$ cat config.mk
export PLATFORM = sky130hd
export DESIGN_NAME = swp_unit
export DESIGN_NICKNAME = d
export VERILOG_FILES = /design/src/rtl/swp_pkg.sv /design/src/rtl/swp_unit.sv
export SDC_FILE = /design/constraint.sdc
export NUM_CORES = 1
export LEC_CHECK = 0
export BUFFER_PORTS_ARGS = -buffer_cell sky130_fd_sc_hd__clkbuf_2
export CAP_MARGIN = 40
export CORE_AREA = 2 2 311 313
export CTS_BUF_LIST = sky130_fd_sc_hd__clkbuf_4
export CTS_CLUSTER_DIAMETER = 40
export DETAILED_ROUTE_END_ITERATION = 16
export DIE_AREA = 0 0 313 315
export HOLD_SLACK_MARGIN = 0.05
export PLACE_DENSITY_LB_ADDON = 0.2
export SYNTH_ARGS = -nofsm -noshare
export SYNTH_HDL_FRONTEND = slang
export SYNTH_SLANG_ARGS = --single-unit
$ cat constraint.sdc
create_clock -name clock -period 28.3 [get_ports clock]
set_input_delay 2.83 -clock clock [delete_from_list [all_inputs] [get_ports clock]]
set_output_delay 2.83 -clock clock [all_outputs]
set_load 0.01 [all_outputs]
$ cat src/rtl/swp_pkg.sv
// Constants, types and helpers for the scan programmed watchpoint unit.
// Assumes one system clock; test pins are sampled into that clock domain.
package swp_pkg;

  typedef enum logic [15:0] {
    TAP_RESET = 16'h0001,
    TAP_IDLE = 16'h0002,
    SEL_DR = 16'h0004,
    CAP_DR = 16'h0008,
    SHIFT_DR = 16'h0010,
    EXIT1_DR = 16'h0020,
    PAUSE_DR = 16'h0040,
    EXIT2_DR = 16'h0080,
    UPD_DR = 16'h0100,
    SEL_IR = 16'h0200,
    CAP_IR = 16'h0400,
    SHIFT_IR = 16'h0800,
    EXIT1_IR = 16'h1000,
    PAUSE_IR = 16'h2000,
    EXIT2_IR = 16'h4000,
    UPD_IR = 16'h8000
  } swp_tap_t;

  // Instruction codes and scan chain numbers
  localparam logic [3:0] IR_EXTEST = 4'h0;
  localparam logic [3:0] IR_SCAN_N = 4'h2;
  localparam logic [3:0] IR_INTEST = 4'hc;
  localparam logic [3:0] IR_BYPASS = 4'hf;
  localparam logic [3:0] IR_CAPTURE = 4'h1;
  localparam logic [3:0] CHAIN_WATCH = 4'h2;
  localparam logic [3:0] CHAIN_BOUNDARY = 4'h3;
  localparam logic [3:0] SEL_RESET = 4'h3;

  // Programming chain layout
  localparam int WCH_LEN = 38;
  localparam int WCH_ADDR_LSB = 32;
  localparam int WCH_RW_BIT = 37;

  // Register addresses: bits [4:3] pick the group, bits [2:0] the register
  localparam logic [4:0] ADDR_DBG_CTRL = 5'h00;
  localparam logic [4:0] ADDR_DBG_STAT = 5'h01;
  localparam logic [1:0] GRP_WP0 = 2'h1;
  localparam logic [1:0] GRP_WP1 = 2'h2;
  localparam logic [2:0] WP_AV = 3'h0;
  localparam logic [2:0] WP_AM = 3'h1;
  localparam logic [2:0] WP_DV = 3'h2;
  localparam logic [2:0] WP_DM = 3'h3;
  localparam logic [2:0] WP_CV = 3'h4;
  localparam logic [2:0] WP_CM = 3'h5;

  // Control value bit positions; bits 6:0 are also the mask layout
  localparam int CB_RANGE = 6;
  localparam int CB_CHAIN = 5;
  localparam int CB_ENABLE = 7;

  localparam int DC_HALT_REQ = 0;
  localparam int DC_WP_DISABLE = 1;
  localparam logic [2:0] DC_RESET = 3'h0;

  // Boundary chain: data 0..31, control 32..64, address 31 down to 0 at 65..96
  localparam int BS_LEN = 97;
  localparam int BS_DATA_LSB = 0;
  localparam int BS_CTRL_LSB = 32;
  localparam int BS_ADDR_LSB = 65;

  typedef struct packed {
    logic [31:0] addr_val;
    logic [31:0] addr_mask;
    logic [31:0] data_val;
    logic [31:0] data_mask;
    logic [7:0] ctrl_val;
    logic [6:0] ctrl_mask;
  } swp_wp_t;

  localparam swp_wp_t WP_RESET = '0;

  typedef struct packed {
    logic [31:0] addr;
    logic [31:0] data;
    logic ntrans;
    logic nopc;
    logic nbw;
    logic nrw;
  } swp_core_bus_t;

  // Mask bit of one forces a match, zero demands equality
  function automatic logic masked_eq(logic [31:0] val, logic [31:0] mask, logic [31:0] in);
    masked_eq = &(~(val ^ in) | mask);
  endfunction : masked_eq

endpackage : swp_pkg

$ cat src/rtl/swp_unit.sv
// Watchpoint unit with its test access port, programming chain and boundary chain.
// Assumes test pins and pad values are asynchronous; the core bus shares the clock.
`timescale 1ns/1ns
`default_nettype none
module swp_unit
  import swp_pkg::*;
(
  input wire logic clock,
  input wire logic reset_n,
  input wire logic tck,
  input wire logic tms,
  input wire logic tdi,
  output logic tdo,
  output logic tdo_oe,
  input wire swp_core_bus_t core_bus,
  input wire logic [1:0] extern_cond,
  output logic core_halt_request,
  input wire logic [BS_LEN-1:0] bs_core_vec,
  input wire logic [BS_LEN-1:0] bs_pad_vec,
  output logic [BS_LEN-1:0] bs_test_out,
  output logic bs_drive_pads,
  output logic bs_drive_core
);

  logic rst_s1_q;
  logic rst_n_i;
  logic [2:0] pin_s1_q;
  logic [2:0] pin_s2_q;
  logic tck_prev_q;
  logic [BS_LEN-1:0] pad_s1_q;
  logic [BS_LEN-1:0] pad_s2_q;
  swp_tap_t tap_q;
  swp_tap_t tap_d;
  logic [3:0] ir_sh_q;
  logic [3:0] ir_q;
  logic [3:0] sel_sh_q;
  logic [3:0] sel_q;
  logic [WCH_LEN-1:0] wch_q;
  logic [4:0] rd_addr_q;
  logic [BS_LEN-1:0] bs_sh_q;
  logic [BS_LEN-1:0] bs_upd_q;
  logic byp_q;
  logic tdo_q;
  logic tdo_oe_q;
  swp_wp_t wp_q [2];
  logic [2:0] dbg_ctrl_q;
  logic chainout_q;
  logic halt_q;

  // Reset release and pin synchronisers
  always_ff @(posedge clock or negedge reset_n) begin
    if (!reset_n) begin
      rst_s1_q <= 1'b0;
      rst_n_i <= 1'b0;
    end else begin
      rst_s1_q <= 1'b1;
      rst_n_i <= rst_s1_q;
    end
  end

  always_ff @(posedge clock or negedge rst_n_i) begin
    if (!rst_n_i) begin
      pin_s1_q <= 3'h0;
      pin_s2_q <= 3'h0;
      tck_prev_q <= 1'b0;
      pad_s1_q <= '0;
      pad_s2_q <= '0;
    end else begin
      pin_s1_q <= {tdi, tms, tck};
      pin_s2_q <= pin_s1_q;
      tck_prev_q <= pin_s2_q[0];
      pad_s1_q <= bs_pad_vec;
      pad_s2_q <= pad_s1_q;
    end
  end

  wire tck_s = pin_s2_q[0];
  wire tms_s = pin_s2_q[1];
  wire tdi_s = pin_s2_q[2];
  wire tck_rise = tck_s & ~tck_prev_q;
  wire tck_fall = ~tck_s & tck_prev_q;

  // TAP state sequence
  always_comb begin
    case (tap_q)
      TAP_RESET: tap_d = tms_s ? TAP_RESET : TAP_IDLE;
      TAP_IDLE: tap_d = tms_s ? SEL_DR : TAP_IDLE;
      SEL_DR: tap_d = tms_s ? SEL_IR : CAP_DR;
      CAP_DR: tap_d = tms_s ? EXIT1_DR : SHIFT_DR;
      SHIFT_DR: tap_d = tms_s ? EXIT1_DR : SHIFT_DR;
      EXIT1_DR: tap_d = tms_s ? UPD_DR : PAUSE_DR;
      PAUSE_DR: tap_d = tms_s ? EXIT2_DR : PAUSE_DR;
      EXIT2_DR: tap_d = tms_s ? UPD_DR : SHIFT_DR;
      UPD_DR: tap_d = tms_s ? SEL_DR : TAP_IDLE;
      SEL_IR: tap_d = tms_s ? TAP_RESET : CAP_IR;
      CAP_IR: tap_d = tms_s ? EXIT1_IR : SHIFT_IR;
      SHIFT_IR: tap_d = tms_s ? EXIT1_IR : SHIFT_IR;
      EXIT1_IR: tap_d = tms_s ? UPD_IR : PAUSE_IR;
      PAUSE_IR: tap_d = tms_s ? EXIT2_IR : PAUSE_IR;
      EXIT2_IR: tap_d = tms_s ? UPD_IR : SHIFT_IR;
      UPD_IR: tap_d = tms_s ? SEL_DR : TAP_IDLE;
      default: tap_d = TAP_RESET;
    endcase
  end

  always_ff @(posedge clock or negedge rst_n_i) begin
    if (!rst_n_i) begin
      tap_q <= TAP_RESET;
    end else if (tck_rise) begin
      tap_q <= tap_d;
    end
  end

  // Data register selection
  wire is_intest = (ir_q == IR_INTEST);
  wire is_extest = (ir_q == IR_EXTEST);
  wire wch_sel = is_intest & (sel_q == CHAIN_WATCH);
  wire bs_sel = is_extest | (is_intest & (sel_q == CHAIN_BOUNDARY));
  wire scn_sel = (ir_q == IR_SCAN_N);
  wire byp_sel = ~(wch_sel | bs_sel | scn_sel);
  wire at_cap = tck_rise & (tap_q == CAP_DR);
  wire at_shift = tck_rise & (tap_q == SHIFT_DR);
  wire at_upd = tck_rise & (tap_q == UPD_DR);

  // Instruction and scan select registers
  always_ff @(posedge clock or negedge rst_n_i) begin
    if (!rst_n_i) begin
      ir_sh_q <= IR_CAPTURE;
      ir_q <= IR_BYPASS;
      sel_sh_q <= SEL_RESET;
      sel_q <= SEL_RESET;
      byp_q <= 1'b0;
    end else if (tck_rise) begin
      case (tap_q)
        TAP_RESET: begin
          ir_q <= IR_BYPASS;
          sel_q <= SEL_RESET;
        end
        CAP_IR: ir_sh_q <= IR_CAPTURE;
        SHIFT_IR: ir_sh_q <= {tdi_s, ir_sh_q[3:1]};
        UPD_IR: ir_q <= ir_sh_q;
        CAP_DR: begin
          sel_sh_q <= sel_q;
          byp_q <= 1'b0;
        end
        SHIFT_DR: begin
          if (scn_sel) sel_sh_q <= {tdi_s, sel_sh_q[3:1]};
          byp_q <= tdi_s;
        end
        UPD_DR: if (scn_sel) sel_q <= sel_sh_q;
        default: byp_q <= byp_q;
      endcase
    end
  end

  // Boundary chain
  always_ff @(posedge clock or negedge rst_n_i) begin
    if (!rst_n_i) begin
      bs_sh_q <= '0;
      bs_upd_q <= '0;
    end else if (bs_sel) begin
      if (at_cap) begin
        bs_sh_q <= is_intest ? bs_core_vec : pad_s2_q;
      end else if (at_shift) begin
        bs_sh_q <= {tdi_s, bs_sh_q[BS_LEN-1:1]};
      end else if (at_upd) begin
        bs_upd_q <= bs_sh_q;
      end
    end
  end

  // Programming chain decode
  wire [4:0] acc_addr = wch_q[WCH_RW_BIT-1:WCH_ADDR_LSB];
  wire [31:0] acc_data = wch_q[WCH_ADDR_LSB-1:0];
  wire acc_wr = at_upd & wch_sel & wch_q[WCH_RW_BIT];
  wire acc_rd = at_upd & wch_sel & ~wch_q[WCH_RW_BIT];
  wire [1:0] wr_grp = acc_addr[4:3];
  wire [2:0] wr_reg = acc_addr[2:0];
  wire [1:0] wr_wp = {acc_wr & (wr_grp == GRP_WP1), acc_wr & (wr_grp == GRP_WP0)};
  wire wr_ctrl = acc_wr & (acc_addr == ADDR_DBG_CTRL);

  // Match logic
  wire [1:0] ac_match;
  wire [1:0] dat_match;
  wire [1:0] wp_hit;
  wire [1:0] range_in = {1'b0, wp_hit[1]};
  wire [1:0] chain_in = {1'b0, chainout_q};

  genvar gi;
  generate
    for (gi = 0; gi < 2; gi = gi + 1) begin : g_wp
      wire [6:0] ctrl_in = {range_in[gi], chain_in[gi], extern_cond[gi],
                            core_bus.ntrans, core_bus.nopc, core_bus.nbw, core_bus.nrw};
      wire addr_ok = masked_eq(wp_q[gi].addr_val, wp_q[gi].addr_mask, core_bus.addr);
      wire ctrl_ok = masked_eq({25'h0, wp_q[gi].ctrl_val[6:0]},
                               {25'h1ffffff, wp_q[gi].ctrl_mask}, {25'h0, ctrl_in});
      assign ac_match[gi] = addr_ok & ctrl_ok;
      assign dat_match[gi] = masked_eq(wp_q[gi].data_val, wp_q[gi].data_mask, core_bus.data);
      assign wp_hit[gi] = ac_match[gi] & dat_match[gi] & wp_q[gi].ctrl_val[CB_ENABLE];
    end
  endgenerate

  wire halt_d = (|wp_hit & ~dbg_ctrl_q[DC_WP_DISABLE]) | dbg_ctrl_q[DC_HALT_REQ];
  wire [3:0] dbg_stat = {chainout_q, wp_hit[1], wp_hit[0], halt_q};

  // Register read selection
  wire [2:0] rd_reg = rd_addr_q[2:0];
  wire [1:0] rd_grp = rd_addr_q[4:3];
  wire rd_wp_ok = (rd_grp == GRP_WP0) | (rd_grp == GRP_WP1);
  wire swp_wp_t rd_wp = (rd_grp == GRP_WP1) ? wp_q[1] : wp_q[0];
  wire [31:0] rd_wp_word =
    (rd_reg == WP_AV) ? rd_wp.addr_val :
    (rd_reg == WP_AM) ? rd_wp.addr_mask :
    (rd_reg == WP_DV) ? rd_wp.data_val :
    (rd_reg == WP_DM) ? rd_wp.data_mask :
    (rd_reg == WP_CV) ? {24'h0, rd_wp.ctrl_val} :
    (rd_reg == WP_CM) ? {25'h0, rd_wp.ctrl_mask} : 32'h0;
  wire [31:0] rd_data =
    (rd_addr_q == ADDR_DBG_CTRL) ? {29'h0, dbg_ctrl_q} :
    (rd_addr_q == ADDR_DBG_STAT) ? {28'h0, dbg_stat} :
    rd_wp_ok ? rd_wp_word : 32'h0;

  // Programming chain: data field reloads with the pending read value
  always_ff @(posedge clock or negedge rst_n_i) begin
    if (!rst_n_i) begin
      wch_q <= '0;
      rd_addr_q <= ADDR_DBG_CTRL;
    end else if (wch_sel) begin
      if (at_cap) begin
        wch_q[WCH_ADDR_LSB-1:0] <= rd_data;
      end else if (at_shift) begin
        wch_q <= {tdi_s, wch_q[WCH_LEN-1:1]};
      end else if (acc_rd) begin
        rd_addr_q <= acc_addr;
      end
    end
  end

  // Watchpoint and global registers
  always_ff @(posedge clock or negedge rst_n_i) begin
    if (!rst_n_i) begin
      wp_q[0] <= WP_RESET;
      wp_q[1] <= WP_RESET;
      dbg_ctrl_q <= DC_RESET;
    end else begin
      if (wr_ctrl) dbg_ctrl_q <= acc_data[2:0];
      for (int i = 0; i < 2; i++) begin
        if (wr_wp[i]) begin
          case (wr_reg)
            WP_AV: wp_q[i].addr_val <= acc_data;
            WP_AM: wp_q[i].addr_mask <= acc_data;
            WP_DV: wp_q[i].data_val <= acc_data;
            WP_DM: wp_q[i].data_mask <= acc_data;
            WP_CV: wp_q[i].ctrl_val <= acc_data[7:0];
            WP_CM: wp_q[i].ctrl_mask <= acc_data[6:0];
            default: wp_q[i].ctrl_mask <= wp_q[i].ctrl_mask;
          endcase
        end
      end
    end
  end

  // Chain latch of watchpoint 1 and halt output
  wire chain_clr = wr_wp[1] & (wr_reg == WP_CV);
  always_ff @(posedge clock or negedge rst_n_i) begin
    if (!rst_n_i) begin
      chainout_q <= 1'b0;
      halt_q <= 1'b0;
    end else begin
      if (chain_clr) chainout_q <= 1'b0;
      else if (ac_match[1]) chainout_q <= dat_match[1];
      halt_q <= halt_d;
    end
  end

  // Serial output changes on the falling test clock
  wire in_shift = (tap_q == SHIFT_DR) | (tap_q == SHIFT_IR);
  wire dr_bit = byp_sel ? byp_q : wch_sel ? wch_q[0] : bs_sel ? bs_sh_q[0] : sel_sh_q[0];
  wire tdo_src = (tap_q == SHIFT_IR) ? ir_sh_q[0] : dr_bit;
  always_ff @(posedge clock or negedge rst_n_i) begin
    if (!rst_n_i) begin
      tdo_q <= 1'b0;
      tdo_oe_q <= 1'b0;
    end else if (tck_fall) begin
      tdo_q <= tdo_src;
      tdo_oe_q <= in_shift;
    end
  end

  assign tdo = tdo_q;
  assign tdo_oe = tdo_oe_q;
  assign core_halt_request = halt_q;
  assign bs_test_out = bs_upd_q;
  assign bs_drive_pads = is_extest;
  assign bs_drive_core = is_intest & ~wch_sel;

endmodule : swp_unit
`default_nettype wire

* Word level (Yosys, flattened, before mapping)
Index checks and enable logic that the tools add are counted.
** Storage, ports and cells
- Register bits :: 766
- Word-level logic and storage cells :: 209
- Output and inout bits :: 102
- Input bits :: 269
** Cells by class
- Mux-type cells :: 41
- Reductions and logical operators :: 43
- Bitwise gates (word level) :: 53
- Equality and inequality tests :: 37
** Operator list (number)
- 97-bit two-way mux :: 3
- 32-bit two-way mux :: 9
- 32-bit bitwise OR :: 6
- 16-bit one-hot mux with 12 select lines :: 1
- 32-bit AND reduction :: 6
- 143-bit two-way mux :: 1
- 32-bit inverter :: 4
- 32-bit XOR :: 4
- 7-bit inverter with 32-bit output :: 2
- 2-bit AND reduction :: 17
- 16-bit two-way mux :: 2
- 4-bit one-hot mux with 2 select lines :: 4
- 1-bit AND :: 22
- 9-bit two-way mux :: 2
- 16-bit by 1-bit equality test with 1-bit output, second input constant :: 1
- 16-bit by 10-bit equality test with 1-bit output, second input constant :: 1
- 16-bit by 11-bit equality test with 1-bit output, second input constant :: 1
- 16-bit by 12-bit equality test with 1-bit output, second input constant :: 1
- 16-bit by 13-bit equality test with 1-bit output, second input constant :: 1
- 16-bit by 14-bit equality test with 1-bit output, second input constant :: 1
- 16-bit by 15-bit equality test with 1-bit output, second input constant :: 1
- 16-bit equality test, second input constant :: 1
- 16-bit by 2-bit equality test with 1-bit output, second input constant :: 1
- 16-bit by 3-bit equality test with 1-bit output, second input constant :: 1
- other kinds (39) :: 81

* Depth between registers and ports, before layout
- Depth in word-level cells :: 17
- Gate-level depth with buffers :: 11
- Gate-level depth less buffers :: 10

* Least setup slack after synthesis
No wires, ideal clock.
- Path type :: in2reg
- Start :: input port core_bus[2] (netlist bit)
- End :: register wch_q[1]
- Stages :: 8
- Path buffers :: 0
- Required time :: 28.222 ns
- Path slack :: 23.954 ns
- Data arrival time :: 4.268 ns
- Setup time :: 0.078 ns
- Cells stage by stage :: xnor2_1 > o22ai_1 > nor4_1 > nand3_1 > nor4_1 > xnor2_1 > o211ai_1 > a21oi_1
** Between the ends
- Cells in the longest elaborated chain, start to end :: 17
** Ends and longest elaborated chain
- start: declaration :: RTL line swp_unit.sv:15 : input wire swp_core_bus_t core_bus,
- 7-bit by 5-bit XOR with 7-bit output :: RTL line swp_pkg.sv:88 : masked_eq = &(~(val ^ in) | mask);
- 7-bit inverter with 32-bit output :: RTL line swp_pkg.sv:88
- 32-bit bitwise OR :: RTL line swp_pkg.sv:88
- 32-bit AND reduction :: RTL line swp_pkg.sv:88
- 1-bit AND :: RTL line swp_unit.sv:197 : assign ac_match[gi] = addr_ok & ctrl_ok;
- 1-bit AND (2 in a row) :: RTL line swp_unit.sv:199 : assign wp_hit[gi] = ac_match[gi] & dat_match[gi] & wp_q[gi].ctrl_val[CB_ENABLE];
- 7-bit XOR * :: RTL line swp_pkg.sv:88
- 7-bit inverter with 32-bit output * :: RTL line swp_pkg.sv:88
- 32-bit bitwise OR * :: RTL line swp_pkg.sv:88
- 32-bit AND reduction * :: RTL line swp_pkg.sv:88
- 1-bit AND * :: RTL line swp_unit.sv:197
- 1-bit AND * (2 in a row) :: RTL line swp_unit.sv:199
- 32-bit two-way mux * :: RTL line swp_unit.sv:220 : (rd_addr_q == ADDR_DBG_STAT) ? {28'h0, dbg_stat} :
- 32-bit two-way mux * :: RTL line swp_unit.sv:219 : (rd_addr_q == ADDR_DBG_CTRL) ? {29'h0, dbg_ctrl_q} :
- 32-bit two-way mux * :: RTL line swp_unit.sv:229 : if (at_cap) begin
- end signal: indexed assignment :: RTL line swp_unit.sv:230 : wch_q[WCH_ADDR_LSB-1:0] <= rd_data;
- end signal: assignment :: RTL line swp_unit.sv:232 : wch_q <= {tdi_s, wch_q[WCH_LEN-1:1]};
- end: declaration :: RTL line swp_unit.sv:38 : logic [WCH_LEN-1:0] wch_q;
Mark *: on every way between the ends. The rest lies on a longest branch, timed or not.
A chain may end at the register's enable or synchronous reset.

* Worst setup path in the final report
- Start :: register ir_q[1]
- End :: output port bs_drive_core
** Between the ends
- Cells in the longest elaborated chain, start to end :: 4
** Ends and longest elaborated chain
- start: declaration :: RTL line swp_unit.sv:35 : logic [3:0] ir_q;
- start signal: assignment :: RTL line swp_unit.sv:141 : UPD_IR: ir_q <= ir_sh_q;
- 4-bit equality test * :: RTL line swp_unit.sv:115 : wire is_intest = (ir_q == IR_INTEST);
- 1-bit AND :: RTL line swp_unit.sv:117 : wire wch_sel = is_intest & (sel_q == CHAIN_WATCH);
- 1-bit inverter :: RTL line swp_unit.sv:295 : assign bs_drive_core = is_intest & ~wch_sel;
- 1-bit AND * :: RTL line swp_unit.sv:295
- end: declaration :: RTL line swp_unit.sv:22 : output logic bs_drive_core
Marked as above.

==> flow_metrics.py <==
metrics = {
    "worst_hold_path": {
        "holdPathStages": 0,
        "worstHoldStart": "pad_s1_q[69]",
        "hp-class": "reg -> reg",
        "hold_end": "pad_s2_q[69]",
    },
    "cts": {
        "holdBufCountCts": 0,
        "cts_setup_buffers": 0,
        "path_clk_slew_ns": 0.06,
        "cts_buffers": 207,
        "clk_path_buf_depth": 3,
        "numClockSinks": 766,
        "tritoncts": "yes",
        "cts_root_buffer": "clkbuf_4",
        "cts_resized": 0,
        "clock_latency_ns": 1.14,
        "htree_levels": 4,
    },
    "die": {
        "die_w_um": 313,
        "dieArea_mm2": 0.0986,
        "start_util": 0.346,
        "die_h_um": 315,
        "ios": 371,
        "rows": 114,
        "core_mm2": 0.0957,
    },
    "setup_path": {
        "r2r_cells": 8,
        "worstReg2RegEnd": "wp_q[277]",
        "cp_slowest_cell": "nand3_4",
        "end_kind": "output pin",
        "startpoint_type": "flop",
        "r2r-start": "tap_q[5]",
        "worstPathRequired_ns": 25.47,
        "cp_slowest_stage_delay_ns": 0.44,
        "crit_family": "simple AND/OR/NAND/NOR gates",
        "cp_cell_sequence": "nor2_1 > nand3_4 > nor2_1 > clkbuf_2",
        "r2r_slack_ns": 23.92,
        "path_max_fanout": 38,
        "crit_arrival_ns": 2.57,
        "cp_num_buf_inv": 1,
        "cp.depth": 4,
        "crit_top_cell": "nor2_1",
        "crit_type": "reg -> out",
    },
    "placed_design": {
        "dp_hpwl_um": 70700,
        "post-place-ws_ns": 22.67,
        "place_congestion": 0.878,
        "port_buffers": 370,
    },
    "sta": {
        "hold_viol": 0,
        "max_clock_freq_mhz": 185,
        "slew_headroom": 0.342,
        "post-route-period-util": 0.191,
        "setup_viol": 0,
        "clock_skew_ns": 0.0886,
        "period_needed_ns": 5.40,
        "slew_violations": 0,
        "fin_setup_tns_ns": 0,
        "rsz0062_at_grt": "false",
        "tightest_slew_ns": 0.977,
        "fin_ws_ns": 22.90,
    },
    "grt": {
        "grt_start_max_net_pins": 173,
        "track_usage": 0.213,
        "grt_pass1_vias": 24600,
        "grt_remaining_overflow": 0,
        "grt_pass1_wl_um": 158000,
        "antenna_found_initial": 13,
    },
    "cells_and_area": {
        "fillers": 9420,
        "utilization": 0.406,
        "final_common_cell": "dfrtp_1",
        "area_delta_synth_final_pct": 17.2,
        "layout_common_cells": "755 x dfrtp_1, 371 x mux2_2, 370 x clkbuf_2",
        "drive_above_1_share": 0.351,
        "num-nets-final": 3504,
    },
    "drt": {
        "drt-total-wl_um": 104000,
        "dr.pass1.iters": 5,
        "vias_per_cell": 5.08,
        "ant_nets": 0,
        "drt_iter0_markers": 1465,
        "drc_errors": 0,
        "wl_per_cell_um": 22.4,
        "via_count": 23600,
    },
    "yosys": {
        "ys_warn_count": 0,
        "synth_edf_count": 0,
        "syn_area_mm2": 0.0331,
        "syn_area_per_cell_um2": 11.8,
        "ys_seq_elements": 766,
        "syn_nets": 3076,
        "ys_types": 66,
        "synth_seq_area_share": 0.579,
        "async_reset_ff_frac": 1.00,
        "synthFlopType": "dfrtp_1",
        "postSynthCellCount": 2806,
    },
    "pwr": {
        "vdd_ir_drop_max_v": 0.0000385,
        "total_power_w": 0.00218,
        "p_leak_nw": 18.0,
        "p_per_area_mw_per_mm2": 56.0,
    },
    "job": {
        "drv_cap": 0,
    },
    "run_status": {
        "status": "completed",
    },
}
## metrics by stage
step	area, um2	hold WS, ns	std cells
after detailed placement	36300	0.335	4301
after CTS	38800	0.322	4642
after global placement	36100	0.331	4289
final	38900	0.310	4648
after floorplan	33100	0.331	2806
after global routing	38800	0.298	4644
## sequential cells by signal, indices dropped and copies added (netlist names), 3 cells and up
name         flops
pad_s2_q        97
pin_s2_q         3
sel_sh_q         4
rd_addr_q        5
wch_q           38
bs_sh_q         97
sel_q            4
pin_s1_q         3
tap_q           16
wp_q           286
bs_test_out     97
ir_q             4
dbg_ctrl_q       3
ir_sh_q          4
pad_s1_q        97
## report_power, final
group          internal, W  switching (W)
clock network     0.000494       0.000476
registers          0.00111     0.00000814
logic            0.0000322      0.0000551
total              0.00164       0.000540
## worst register-to-register path, stage by stage (launching register included)
cell     delay (ns)
dfrtp_1        0.50
nor4_4         0.53
nand4_1        0.20
or3_1          0.39
or3b_1         0.51
or3_4          0.43
nor3b_4        0.51
nand2_4        0.61
mux2_4         0.54
## area by class of cell
type | count | area (um2) | share of cell area
sequential | 766 | 19200 | 0.494
multi-input combinational | 1833 | 13200 | 0.338
timing repair buffer | 415 | 2330 | 0.0601
clock buffer | 306 | 2300 | 0.0591
tap | 1276 | 1600 | 0.0411
clock inverter | 35 | 233 | 0.00599
inverter | 11 | 41.3 | 0.00106
antenna | 6 | 15.0 | 0.000386
## synth_stat cells, drive strengths merged (4+ instances only)
cell,number,share of area
nor2b,9,0.0017
o22a,4,0.0011
nand3,15,0.0026
dfstp,10,0.0079
o31ai,4,0.00091
o211ai,4,0.00091
nor3b,6,0.0017
nand4,9,0.0017
or3,4,0.00091
nor4,25,0.0052
mux4,9,0.0061
dfrtp,756,0.57
mux2,402,0.14
inv,11,0.0012
clkbuf,134,0.015
a22oi,7,0.0016
nor2,65,0.0074
xor2,4,0.0011
a31oi,4,0.00075
buf,62,0.0099
o21ai,191,0.029
nor3,18,0.0027
mux2i,121,0.037
a21oi,236,0.036
nand3b,4,0.00091
o22ai,126,0.024
nand2,376,0.043
nand2b,8,0.0015
a221oi,5,0.0013
xnor2,141,0.037
## how the worst max path moves through the flow
| stage | startpoint | endpoint | slack, ns |
|---|---|---|---|
| 3_3_place_gp | core_bus[53] | wch_q[1] | 22.67 |
| 2_1_floorplan | rst_n_i | bs_sh_q[0] | 5.39 |
| 5_1_grt | ir_q[1] | bs_drive_core | 22.63 |
| 4_1_cts | ir_q[1] | bs_drive_core | 22.71 |
| 6_report | ir_q[1] | bs_drive_core | 22.90 |
| 3_5_place_dp | core_bus[53] | wch_q[1] | 22.67 |
## kinds of logic after synthesis
| kind of cell | synth area share |
|---|---|
| flops | 0.579 |
| compound gates | 0.0989 |
| simple gates | 0.0743 |
| mux | 0.183 |
| buf+inv | 0.0264 |
| xor+xnor | 0.0383 |
| fa+ha+maj | 0.000377 |
| other cells | 0.000113 |
## layer usage
layer,share of wire,GRT usage
met1,0.42,0.271
met2,0.47,0.343
met3,0.068,0.0600
met4,0.032,0.0837
met5,0.0015,0
(Power assumes the default switching activity.)
